===== src/core/rcp_pkg.sv =====
// Purpose: shared constants and types of the remote command parser
// Assumes: one clock, AHB-Lite register access, 32-bit data
// Notes: offsets are byte addresses, one word per register
package rcp_pkg;
    // Register offsets
    localparam logic [7:0] A_CMD = 8'h00;
    localparam logic [7:0] A_TALK = 8'h04;
    localparam logic [7:0] A_SPOLL = 8'h08;
    localparam logic [7:0] A_MASK = 8'h0c;
    localparam logic [7:0] A_MEAS = 8'h10;
    localparam logic [7:0] A_DISP0 = 8'h14;
    localparam logic [7:0] A_DISP1 = 8'h18;
    localparam logic [7:0] A_SET = 8'h1c;
    localparam logic [7:0] A_IRQ_ST = 8'h20;
    localparam logic [7:0] A_IRQ_MSK = 8'h24;
    // Command and talker word fields
    localparam int CMD_EOM_BIT = 8;
    localparam int TALK_VALID_BIT = 8;
    // Status byte bit positions
    localparam int ST_DRDY = 0;
    localparam int ST_ERR = 2;
    localparam int ST_LOCAL = 4;
    localparam int ST_PON = 5;
    localparam int ST_SRQ = 6;
    localparam int MASK_W = 5;
    // Interrupt status bit positions
    localparam int IRQ_W = 3;
    localparam int IRQ_ERR = 0;
    localparam int IRQ_REC = 1;
    localparam int IRQ_SRQ = 2;
    // Reset values
    localparam logic [MASK_W-1:0] MASK_RST = 5'h00;
    localparam logic [IRQ_W-1:0] IRQ_MSK_RST = 3'h0;
    // Characters
    localparam logic [6:0] CH_SP = 7'h20;
    localparam logic [6:0] CH_COMMA = 7'h2c;
    localparam logic [6:0] CH_SEMI = 7'h3b;
    localparam logic [6:0] CH_ZERO = 7'h30;
    localparam logic [6:0] CH_NINE = 7'h39;
    localparam logic [6:0] CH_LC_A = 7'h61;
    localparam logic [6:0] CH_LC_Z = 7'h7a;
    localparam logic [6:0] CH_UC_A = 7'h41;
    localparam logic [6:0] CH_UC_Z = 7'h5a;
    localparam logic [6:0] CH_CASE = 7'h20;
    localparam logic [7:0] CH_PLUS = 8'h2b;
    localparam logic [7:0] CH_MINUS = 8'h2d;
    localparam logic [7:0] CH_DOT = 8'h2e;
    localparam logic [7:0] CH_E = 8'h45;
    localparam logic [7:0] CH_CR = 8'h0d;
    localparam logic [7:0] CH_LF = 8'h0a;
    localparam logic [7:0] CH_BLANK = 8'h20;
    localparam logic [7:0] REC_PREFIX = 8'h46;
    // Talker buffer and record shape
    localparam int TB_DEPTH = 16;
    localparam int NBLANK = 2;
    localparam int NDIG = 5;
    localparam int ID_LEN = 8;
    // Identity text, arbitrary value
    localparam logic [ID_LEN-1:0][7:0] ID_TEXT = {
        8'h46, 8'h52, 8'h51, 8'h2d, 8'h30, 8'h30, 8'h30, 8'h31};
    // Two-letter mnemonics, upper case
    localparam logic [13:0] MN_MEASUREMENT_FUNCTION_SELECT = {7'h46, 7'h55};
    localparam logic [13:0] MN_INPUT_ATTENUATOR_SELECT = {7'h41, 7'h54};
    localparam logic [13:0] MN_LOWPASS_FILTER_SELECT = {7'h46, 7'h49};
    localparam logic [13:0] MN_INPUT_OPTION_SELECT = {7'h4d, 7'h4c};
    localparam logic [13:0] MN_GATE_TIME_SELECT = {7'h47, 7'h41};
    localparam logic [13:0] MN_COMMAND_FINALIZER = {7'h44, 7'h4e};
    localparam logic [13:0] MN_SRQ_MASK_LOAD = {7'h53, 7'h4d};
    localparam logic [13:0] MN_IDENTITY_QUERY = {7'h49, 7'h44};
    localparam logic [13:0] MN_REMOTE_DISPLAY_WRITE = {7'h44, 7'h52};
    localparam logic [13:0] MN_FREQ_A_QUERY = {7'h49, 7'h4e};
    localparam logic [7:0] FUNC_ILLEGAL = 8'h05;

    typedef enum logic [1:0] {
        PS_IDLE = 2'b00,
        PS_LET1 = 2'b01,
        PS_ARGS = 2'b11,
        PS_TEXT = 2'b10
    } rcp_pstate_t;

    typedef struct packed {
        logic [6:0] up;
        logic letter;
        logic digit;
        logic term;
        logic [3:0] val;
    } rcp_char_t;

    typedef struct packed {
        logic exp_neg;
        logic [3:0] exp_dig;
        logic neg;
        logic [2:0] dp;
        logic [NDIG*4-1:0] digits;
    } rcp_meas_t;

    typedef struct packed {
        logic [TB_DEPTH-1:0][7:0] buf_;
        logic [4:0] len;
    } rcp_tbuf_t;
endpackage


===== src/core/rcp_char_class.sv =====
// Purpose: classify one received command character
// Assumes: eighth bit is parity
// Notes: purely combinational
`timescale 1ns/10ps
module rcp_char_class
    import rcp_pkg::*;
(
    input wire logic [7:0] raw,
    output rcp_char_t cls
);
    logic [6:0] c;

    assign c = raw[6:0];

    always_comb begin
        cls = '0;
        cls.up = (c >= CH_LC_A && c <= CH_LC_Z) ? c - CH_CASE : c;
        cls.letter = (cls.up >= CH_UC_A) && (cls.up <= CH_UC_Z);
        cls.digit = (c >= CH_ZERO) && (c <= CH_NINE);
        cls.term = (c == CH_SP) || (c == CH_COMMA) || (c == CH_SEMI);
        cls.val = c[3:0];
    end
endmodule


===== src/core/rcp_parser.sv =====
// Purpose: remote command parser with AHB-Lite register access
// Assumes: single clock hclk, async active-low reset, ce freezes all state
// Notes: zero-wait-state slave, read data registered in the address phase
`timescale 1ns/10ps
module rcp_parser
    import rcp_pkg::*;
(
    input wire logic hclk,
    input wire logic hresetn,
    input wire logic ce,
    input wire logic hsel,
    input wire logic [31:0] haddr,
    input wire logic [1:0] htrans,
    input wire logic hwrite,
    input wire logic [2:0] hsize,
    input wire logic [31:0] hwdata,
    input wire logic hready,
    output logic [31:0] hrdata,
    output logic hreadyout,
    output logic hresp,
    output logic irq,
    output logic srq
);
    typedef struct packed {
        rcp_pstate_t pstate;
        logic [13:0] mn;
        logic [7:0] arg;
        logic [3:0] func;
        logic [3:0] att;
        logic [3:0] filt;
        logic [3:0] opt;
        logic [3:0] gate;
        logic [MASK_W-1:0] mask;
        logic drdy;
        logic err;
        logic pon;
        logic srq;
        logic [IRQ_W-1:0] irq_st;
        logic [IRQ_W-1:0] irq_msk;
        logic irq;
        rcp_meas_t meas;
        rcp_tbuf_t tb;
        logic [4:0] tb_ptr;
        logic [7:0][7:0] disp;
        logic wr_pend;
        logic [7:0] wr_addr;
        logic [31:0] rdata;
        logic ready;
        logic resp;
    } rcp_state_t;

    rcp_state_t s_q;
    rcp_state_t s_d;
    rcp_char_t ch;
    logic acc;
    logic hit;
    logic exec;
    logic eom;
    logic err_ev;
    logic rec_ev;
    logic srq_ev;
    logic [13:0] em;
    logic [7:0] ea;
    logic [7:0] st_old;
    logic [7:0] st_new;

    function automatic logic [7:0] stat_byte(input rcp_state_t st);
        logic [7:0] b;
        b = '0;
        b[ST_DRDY] = st.drdy;
        b[ST_ERR] = st.err;
        b[ST_PON] = st.pon;
        b[ST_SRQ] = st.srq;
        return b;
    endfunction

    function automatic rcp_tbuf_t build_record(input rcp_meas_t m);
        rcp_tbuf_t t;
        int k;
        t = '0;
        t.buf_[0] = REC_PREFIX;
        k = 1;
        for (int b = 0; b < NBLANK; b++) begin
            t.buf_[k[3:0]] = CH_BLANK;
            k++;
        end
        t.buf_[k[3:0]] = m.neg ? CH_MINUS : CH_PLUS;
        k++;
        if (m.dp == 3'h0) begin
            t.buf_[k[3:0]] = CH_DOT;
            k++;
        end
        for (int i = 0; i < NDIG; i++) begin
            t.buf_[k[3:0]] = {1'b0, CH_ZERO} | {4'h0, m.digits[4*(NDIG-1-i) +: 4]};
            k++;
            if (m.dp == 3'(i + 1) || (i == NDIG - 1 && m.dp > 3'(NDIG))) begin
                t.buf_[k[3:0]] = CH_DOT;
                k++;
            end
        end
        t.buf_[k[3:0]] = CH_E;
        t.buf_[4'(k + 1)] = m.exp_neg ? CH_MINUS : CH_PLUS;
        t.buf_[4'(k + 2)] = {4'h3, m.exp_dig};
        t.buf_[4'(k + 3)] = CH_CR;
        t.buf_[4'(k + 4)] = CH_LF;
        t.len = 5'(k + 5);
        return t;
    endfunction

    function automatic rcp_tbuf_t build_id();
        rcp_tbuf_t t;
        t = '0;
        for (int i = 0; i < ID_LEN; i++) begin
            t.buf_[i] = ID_TEXT[ID_LEN-1-i];
        end
        t.buf_[ID_LEN] = CH_CR;
        t.buf_[ID_LEN+1] = CH_LF;
        t.len = 5'(ID_LEN + 2);
        return t;
    endfunction

    rcp_char_class u_class (
        .raw(hwdata[7:0]),
        .cls(ch)
    );

    assign acc = hsel && htrans[1] && hready;
    assign hit = (haddr[31:8] == 24'h000000);

    always_comb begin
        s_d = s_q;
        s_d.ready = 1'b1;
        s_d.resp = 1'b0;
        exec = 1'b0;
        err_ev = 1'b0;
        rec_ev = 1'b0;
        srq_ev = 1'b0;
        eom = hwdata[CMD_EOM_BIT];
        em = s_q.mn;
        ea = s_q.arg;
        st_old = stat_byte(s_q);

        // Address phase: reads answer now, writes wait for hwdata
        // Write data phase lasts one cycle only
        s_d.wr_pend = acc && hwrite;
        if (acc) begin
            s_d.wr_addr = hit ? haddr[7:0] : 8'hff;
        end
        if (acc && !hwrite) begin
            s_d.rdata = 32'h00000000;
            if (!hit) begin
                s_d.rdata = 32'h00000000;
            end else if (haddr[7:0] == A_CMD) begin
                s_d.rdata = {30'h00000000, s_q.pstate};
            end else if (haddr[7:0] == A_TALK) begin
                if (s_q.tb_ptr < s_q.tb.len) begin
                    s_d.rdata = {23'h000000, 1'b1, s_q.tb.buf_[s_q.tb_ptr[3:0]]};
                    s_d.tb_ptr = s_q.tb_ptr + 5'h01;
                end
            end else if (haddr[7:0] == A_SPOLL) begin
                s_d.rdata = {24'h000000, stat_byte(s_q)};
                s_d.srq = 1'b0;
                s_d.err = 1'b0;
                s_d.pon = 1'b0;
            end else if (haddr[7:0] == A_MASK) begin
                s_d.rdata = {27'h0000000, s_q.mask};
            end else if (haddr[7:0] == A_MEAS) begin
                s_d.rdata = {3'h0, s_q.meas};
            end else if (haddr[7:0] == A_DISP0) begin
                s_d.rdata = s_q.disp[3:0];
            end else if (haddr[7:0] == A_DISP1) begin
                s_d.rdata = s_q.disp[7:4];
            end else if (haddr[7:0] == A_SET) begin
                s_d.rdata = {12'h000, s_q.func, s_q.att, s_q.filt, s_q.opt, s_q.gate};
            end else if (haddr[7:0] == A_IRQ_ST) begin
                s_d.rdata = {29'h00000000, s_q.irq_st};
                s_d.irq_st = '0;
            end else if (haddr[7:0] == A_IRQ_MSK) begin
                s_d.rdata = {29'h00000000, s_q.irq_msk};
            end
        end

        // Data phase of a write
        if (s_q.wr_pend) begin
            if (s_q.wr_addr == A_MASK) begin
                s_d.mask = hwdata[MASK_W-1:0];
            end else if (s_q.wr_addr == A_MEAS) begin
                s_d.meas = hwdata[28:0];
                s_d.drdy = 1'b1;
            end else if (s_q.wr_addr == A_IRQ_MSK) begin
                s_d.irq_msk = hwdata[IRQ_W-1:0];
            end else if (s_q.wr_addr == A_CMD) begin
                // One character of the command stream
                case (s_q.pstate)
                    PS_TEXT: begin
                        s_d.disp = {s_q.disp[6:0], {1'b0, hwdata[6:0]}};
                        if (eom) begin
                            s_d.pstate = PS_IDLE;
                        end
                    end
                    PS_IDLE: begin
                        if (ch.letter) begin
                            s_d.mn = {ch.up, 7'h00};
                            s_d.pstate = eom ? PS_IDLE : PS_LET1;
                            err_ev = eom;
                        end else if (!ch.term) begin
                            err_ev = 1'b1;
                        end
                    end
                    PS_LET1: begin
                        if (ch.letter) begin
                            s_d.mn = {s_q.mn[13:7], ch.up};
                            s_d.arg = 8'h00;
                            s_d.pstate = PS_ARGS;
                            em = {s_q.mn[13:7], ch.up};
                            ea = 8'h00;
                            exec = eom;
                            if (eom) begin
                                s_d.pstate = PS_IDLE;
                            end
                        end else begin
                            err_ev = 1'b1;
                            s_d.pstate = PS_IDLE;
                        end
                    end
                    PS_ARGS: begin
                        if (ch.digit) begin
                            ea = 8'(s_q.arg * 8'd10 + {4'h0, ch.val});
                            s_d.arg = ea;
                            exec = eom;
                            if (eom) begin
                                s_d.pstate = PS_IDLE;
                            end
                        end else if (ch.term) begin
                            exec = 1'b1;
                            s_d.pstate = PS_IDLE;
                        end else if (ch.letter) begin
                            exec = 1'b1;
                            s_d.mn = {ch.up, 7'h00};
                            s_d.pstate = eom ? PS_IDLE : PS_LET1;
                            err_ev = eom;
                        end else begin
                            err_ev = 1'b1;
                            s_d.pstate = PS_IDLE;
                        end
                    end
                    default: begin
                        s_d.pstate = PS_IDLE;
                    end
                endcase
            end
        end

        // Act on a completed command
        if (exec) begin
            case (em)
                MN_MEASUREMENT_FUNCTION_SELECT: begin
                    if (ea == FUNC_ILLEGAL) begin
                        err_ev = 1'b1;
                    end else begin
                        s_d.func = ea[3:0];
                    end
                end
                MN_INPUT_ATTENUATOR_SELECT: begin
                    s_d.att = ea[3:0];
                end
                MN_LOWPASS_FILTER_SELECT: begin
                    s_d.filt = ea[3:0];
                end
                MN_INPUT_OPTION_SELECT: begin
                    s_d.opt = ea[3:0];
                end
                MN_GATE_TIME_SELECT: begin
                    s_d.gate = ea[3:0];
                end
                MN_COMMAND_FINALIZER: begin
                    s_d.mn = s_d.mn;
                end
                MN_SRQ_MASK_LOAD: begin
                    s_d.mask = ea[MASK_W-1:0];
                end
                MN_IDENTITY_QUERY: begin
                    s_d.tb = build_id();
                    s_d.tb_ptr = 5'h00;
                    rec_ev = 1'b1;
                end
                MN_FREQ_A_QUERY: begin
                    s_d.tb = build_record(s_q.meas);
                    s_d.tb_ptr = 5'h00;
                    s_d.drdy = 1'b0;
                    rec_ev = 1'b1;
                end
                MN_REMOTE_DISPLAY_WRITE: begin
                    s_d.disp = '0;
                    if (!eom) begin
                        s_d.pstate = PS_TEXT;
                    end
                end
                default: begin
                    err_ev = 1'b1;
                end
            endcase
        end

        if (err_ev) begin
            s_d.err = 1'b1;
        end

        // Service request on a newly set, unmasked status bit
        st_new = stat_byte(s_d);
        if (|(st_new[MASK_W-1:0] & ~st_old[MASK_W-1:0] & s_d.mask)) begin
            s_d.srq = 1'b1;
            srq_ev = !s_q.srq;
        end

        s_d.irq_st[IRQ_ERR] = s_d.irq_st[IRQ_ERR] | err_ev;
        s_d.irq_st[IRQ_REC] = s_d.irq_st[IRQ_REC] | rec_ev;
        s_d.irq_st[IRQ_SRQ] = s_d.irq_st[IRQ_SRQ] | srq_ev;
        s_d.irq = |(s_d.irq_st & s_d.irq_msk);
    end

    always_ff @(posedge hclk or negedge hresetn) begin
        if (!hresetn) begin
            s_q <= '0;
            s_q.mask <= MASK_RST;
            s_q.irq_msk <= IRQ_MSK_RST;
            s_q.pon <= 1'b1;
            s_q.ready <= 1'b1;
        end else if (ce) begin
            s_q <= s_d;
        end
    end

    assign hrdata = s_q.rdata;
    assign hreadyout = s_q.ready;
    assign hresp = s_q.resp;
    assign irq = s_q.irq;
    assign srq = s_q.srq;
endmodule


===== config.mk =====
export PLATFORM = sky130hd
export DESIGN_NAME = rcp_parser
export DESIGN_NICKNAME = d
export VERILOG_FILES = /design/src/core/rcp_pkg.sv /design/src/core/rcp_char_class.sv /design/src/core/rcp_parser.sv
export SDC_FILE = /design/constraint.sdc
export NUM_CORES = 1
export LEC_CHECK = 0
export ABC_AREA = 1
export BUFFER_PORTS_ARGS = -buffer_cell sky130_fd_sc_hd__buf_2
export CAP_MARGIN = 5
export CORE_MARGIN = 8
export CORE_UTILIZATION = 50
export CTS_CLUSTER_DIAMETER = 40
export DETAILED_ROUTE_END_ITERATION = 8
export PLACE_DENSITY = 0.67
export SYNTH_ARGS = -nofsm -noshare
export SYNTH_HDL_FRONTEND = slang
export SYNTH_SLANG_ARGS = --single-unit
export TNS_END_PERCENT = 10

===== constraint.sdc =====
create_clock -name hclk -period 5.95 [get_ports hclk]
set_input_delay 0.595 -clock hclk [delete_from_list [all_inputs] [get_ports hclk]]
set_output_delay 0.595 -clock hclk [all_outputs]
set_load 0.03 [all_outputs]

==> impl_metrics.tcl <==
set metrics [dict create \
    power_frac_seq 0.392 \
    avgSynthCellArea_um2 6.99 \
    path_clk_slew_ps 60 \
    synthCells 3145 \
    cts-root-buf "clkbuf_16" \
    gp_congestion 1.01 \
    grt_pass1_wl_um 135000 \
    worstSetupStartpointType "register" \
    rrSetupSlack_ps 400 \
    path_max_fanout 8 \
    pre_cts_ws_ps 397 \
    cts_buffer_depth 3 \
    grt_overflow 0 \
    status "finished with violations" \
    met2RoutedLength_um 38000 \
    share_comb_of_total_power 0.100 \
    io_buffer_count 101 \
    end_kind "register" \
    syn_area_um2 22000 \
    die_h_um 226 \
    rsz0062_at_grt "no" \
    wl_met1_um 38400 \
    cts-resized-gates 0 \
    crit_end "s_q[135]$_DFFE_PN0P_" \
    io_pins 111 \
    cpMaxStageDelayCell "dfrtp_1" \
    insertion_delay_ps 620 \
    critPathMaxStageDelay_ps 430 \
    power_density_nw_per_um2 238 \
    crit_arrival_ps 6050 \
    wl_per_cell_um 23.2 \
    p_clk_frac 0.508 \
    cts_hold_buf 0 \
    nets 3366 \
    p_total_w 0.00595 \
    diodes 0 \
    switching_share 0.283 \
    slew_headroom 0.113 \
    seq_area_frac_synth 0.360 \
    grt_max_degree 145 \
    cts_tree "yes" \
    startpoint "s_q[267]$_DFFE_PN0P_" \
    maxSlewViolCount 0 \
    finClkSkew_ps 31.2 \
    cts.sinks 316 \
    grt_antenna_before_repair 4 \
    critPathBufInv 6 \
    synth_largest_area_cell "dfrtp_1" \
    async_flop_share 1.00 \
    worst_slack_ps 404 \
    design.core.area_um2 43800 \
    crit_cells 28 \
    wirelength_um 89600 \
    synth_cell_types 67 \
    layout-drive-gt1-share 0.114 \
    synth_edf_count 0 \
    place_hpwl_um 67700 \
    violations "hold timing" \
    irDropWorstVdd_mv 0.220 \
    initial_core_util 0.502 \
    finalInstanceArea_um2 25000 \
    hold_viol_final 2 \
    h-tree-depth 2 \
    dr.pass1.iters 6 \
    ys_ff_latch 316 \
    synthTopCellsByCount "655 x nand2_1, 440 x o21ai_0, 407 x inv_1" \
    yosys_warnings 0 \
    r2r_start "s_q[267]$_DFFE_PN0P_" \
    synth.net_count 3283 \
    holdWs_ps -3.57 \
    cts_buffers 52 \
    intPower_w 0.00427 \
    crit_family "adder cells" \
    die_w_um 226 \
    hp-class "in -> async" \
    yosysMostFrequentCell "nand2_1" \
    synthTopCellsByArea "dfrtp_1 36%, nand2_1 11%, o21ai_0 10%" \
    die_area_um2 50900 \
    fin_util 0.570 \
    worst_pin_slew_ps 1330 \
    fin_crit_ps 5550 \
    vias_per_cell 6.08 \
    period_share 0.932 \
    post_cts_buffers 0 \
    area_growth_pct 13.7 \
    max_cap_viol_count 0 \
    rows 77 \
    r2r_cells 28 \
    leakagePower_nw 11.7 \
    synth_ff_type "dfrtp_1" \
    fmax_mhz 180 \
    finalSetupViolCount 0 \
    dr_total_vias 23500 \
    r2r_end "s_q[135]$_DFFE_PN0P_" \
    path_common_cell "nand2_1" \
    topRoutingLayerUsed "met5" \
    dr_wl_met3_um 9930 \
    critPathKind "reg -> reg" \
    post_dp_cell_area_um2 23200 \
    antenna_left 0 \
    drc 0 \
    tns_ps 0 \
    synth_top_cell_area_share 0.359 \
    drtIter0Drc 3282 \
    grt_pass1_vias 21800 \
    p_switching_w 0.00168 \
    required_ps 6450 \
    track_usage 0.347 \
]
[stage by stage]
step / cells / hold slack (ps)
6_report: 3864 / -3.57
5_1_grt: 3864 / 33.0
4_1_cts: 3864 / 7.09
3_5_place_dp: 3766 / 452
3_3_place_gp: 3766 / 439
2_1_floorplan: 3145 / 299
[metal layers]
metal  up-vias  global-route usage
met1     11200               0.491
met4         6               0.113
met5         -                   0
met2      1334               0.510
met3       187              0.0893
li1      10800                   -
[cell families after synthesis]
| family | synth area share |
|---|---|
| other | 0.000342 |
| buffers and inverters | 0.108 |
| and+or+nand+nor | 0.231 |
| adders and majority gates | 0.0369 |
| DFF | 0.360 |
| AOI/OAI and AO/OA | 0.252 |
| xor gates and xnor gates | 0.0104 |
| muxes | 0.00142 |
[placed cells by master, fill, tap and decap left out, types with 14 or more instances in the layout]
master and instances:
nor2_1 269, nor4_1 15, nand3_1 153, nor2_2 21, nand2_1 655, buf_2 99, inv_1 407, o21ai_0 440
o21ai_1 29, a211oi_1 14, a22oi_1 17, ha_1 60, o211ai_1 36, clkbuf_16 52, a21oi_1 176, o2111ai_1 74
dfrtp_1 314, buf_4 88, a31oi_1 19, o22ai_1 69, nand4_1 15, inv_2 20, nor3_1 25
[state kept, by name (all words and copies together) (netlist names)]
register / flops
hrdata: 32
irq: 1
s_q: 282
srq: 1
[how the worst min path moves through the flow]
stage | endpoint | from
2_1_floorplan | hrdata[0]$_DFFE_PN0P_ | hresetn
3_3_place_gp | s_q[282]$_DFFE_PN1P_ | s_q[282]$_DFFE_PN1P_
3_5_place_dp | s_q[282]$_DFFE_PN1P_ | s_q[282]$_DFFE_PN1P_
4_1_cts | s_q[251]$_DFFE_PN0P_ | hresetn
5_1_grt | s_q[315]$_DFFE_PN0P_ | hresetn
6_report | s_q[315]$_DFFE_PN0P_ | hresetn
[final cells by class]
cell class	count	area, um^2
flip-flops and latches	316	7910
fillers	4227	18800
well taps	592	741
multi-input cells	2234	11700
inverters	433	1630
repair buffers	191	1230
clock inverters	36	367
clock buffers	62	1390
[power groups by stage]
stage | clock, W | sequential [W] | combinational, W
3_3_place_gp | 0 | 0.00236 | 0.000569
3_5_place_dp | 0 | 0.00236 | 0.000581
2_1_floorplan | 0 | 0.00234 | 0.000350
6_report | 0.00302 | 0.00233 | 0.000597
5_1_grt | 0.00315 | 0.00234 | 0.000661
4_1_cts | 0.00305 | 0.00233 | 0.000586
No activity file was read; power rests on OpenSTA's default activity.
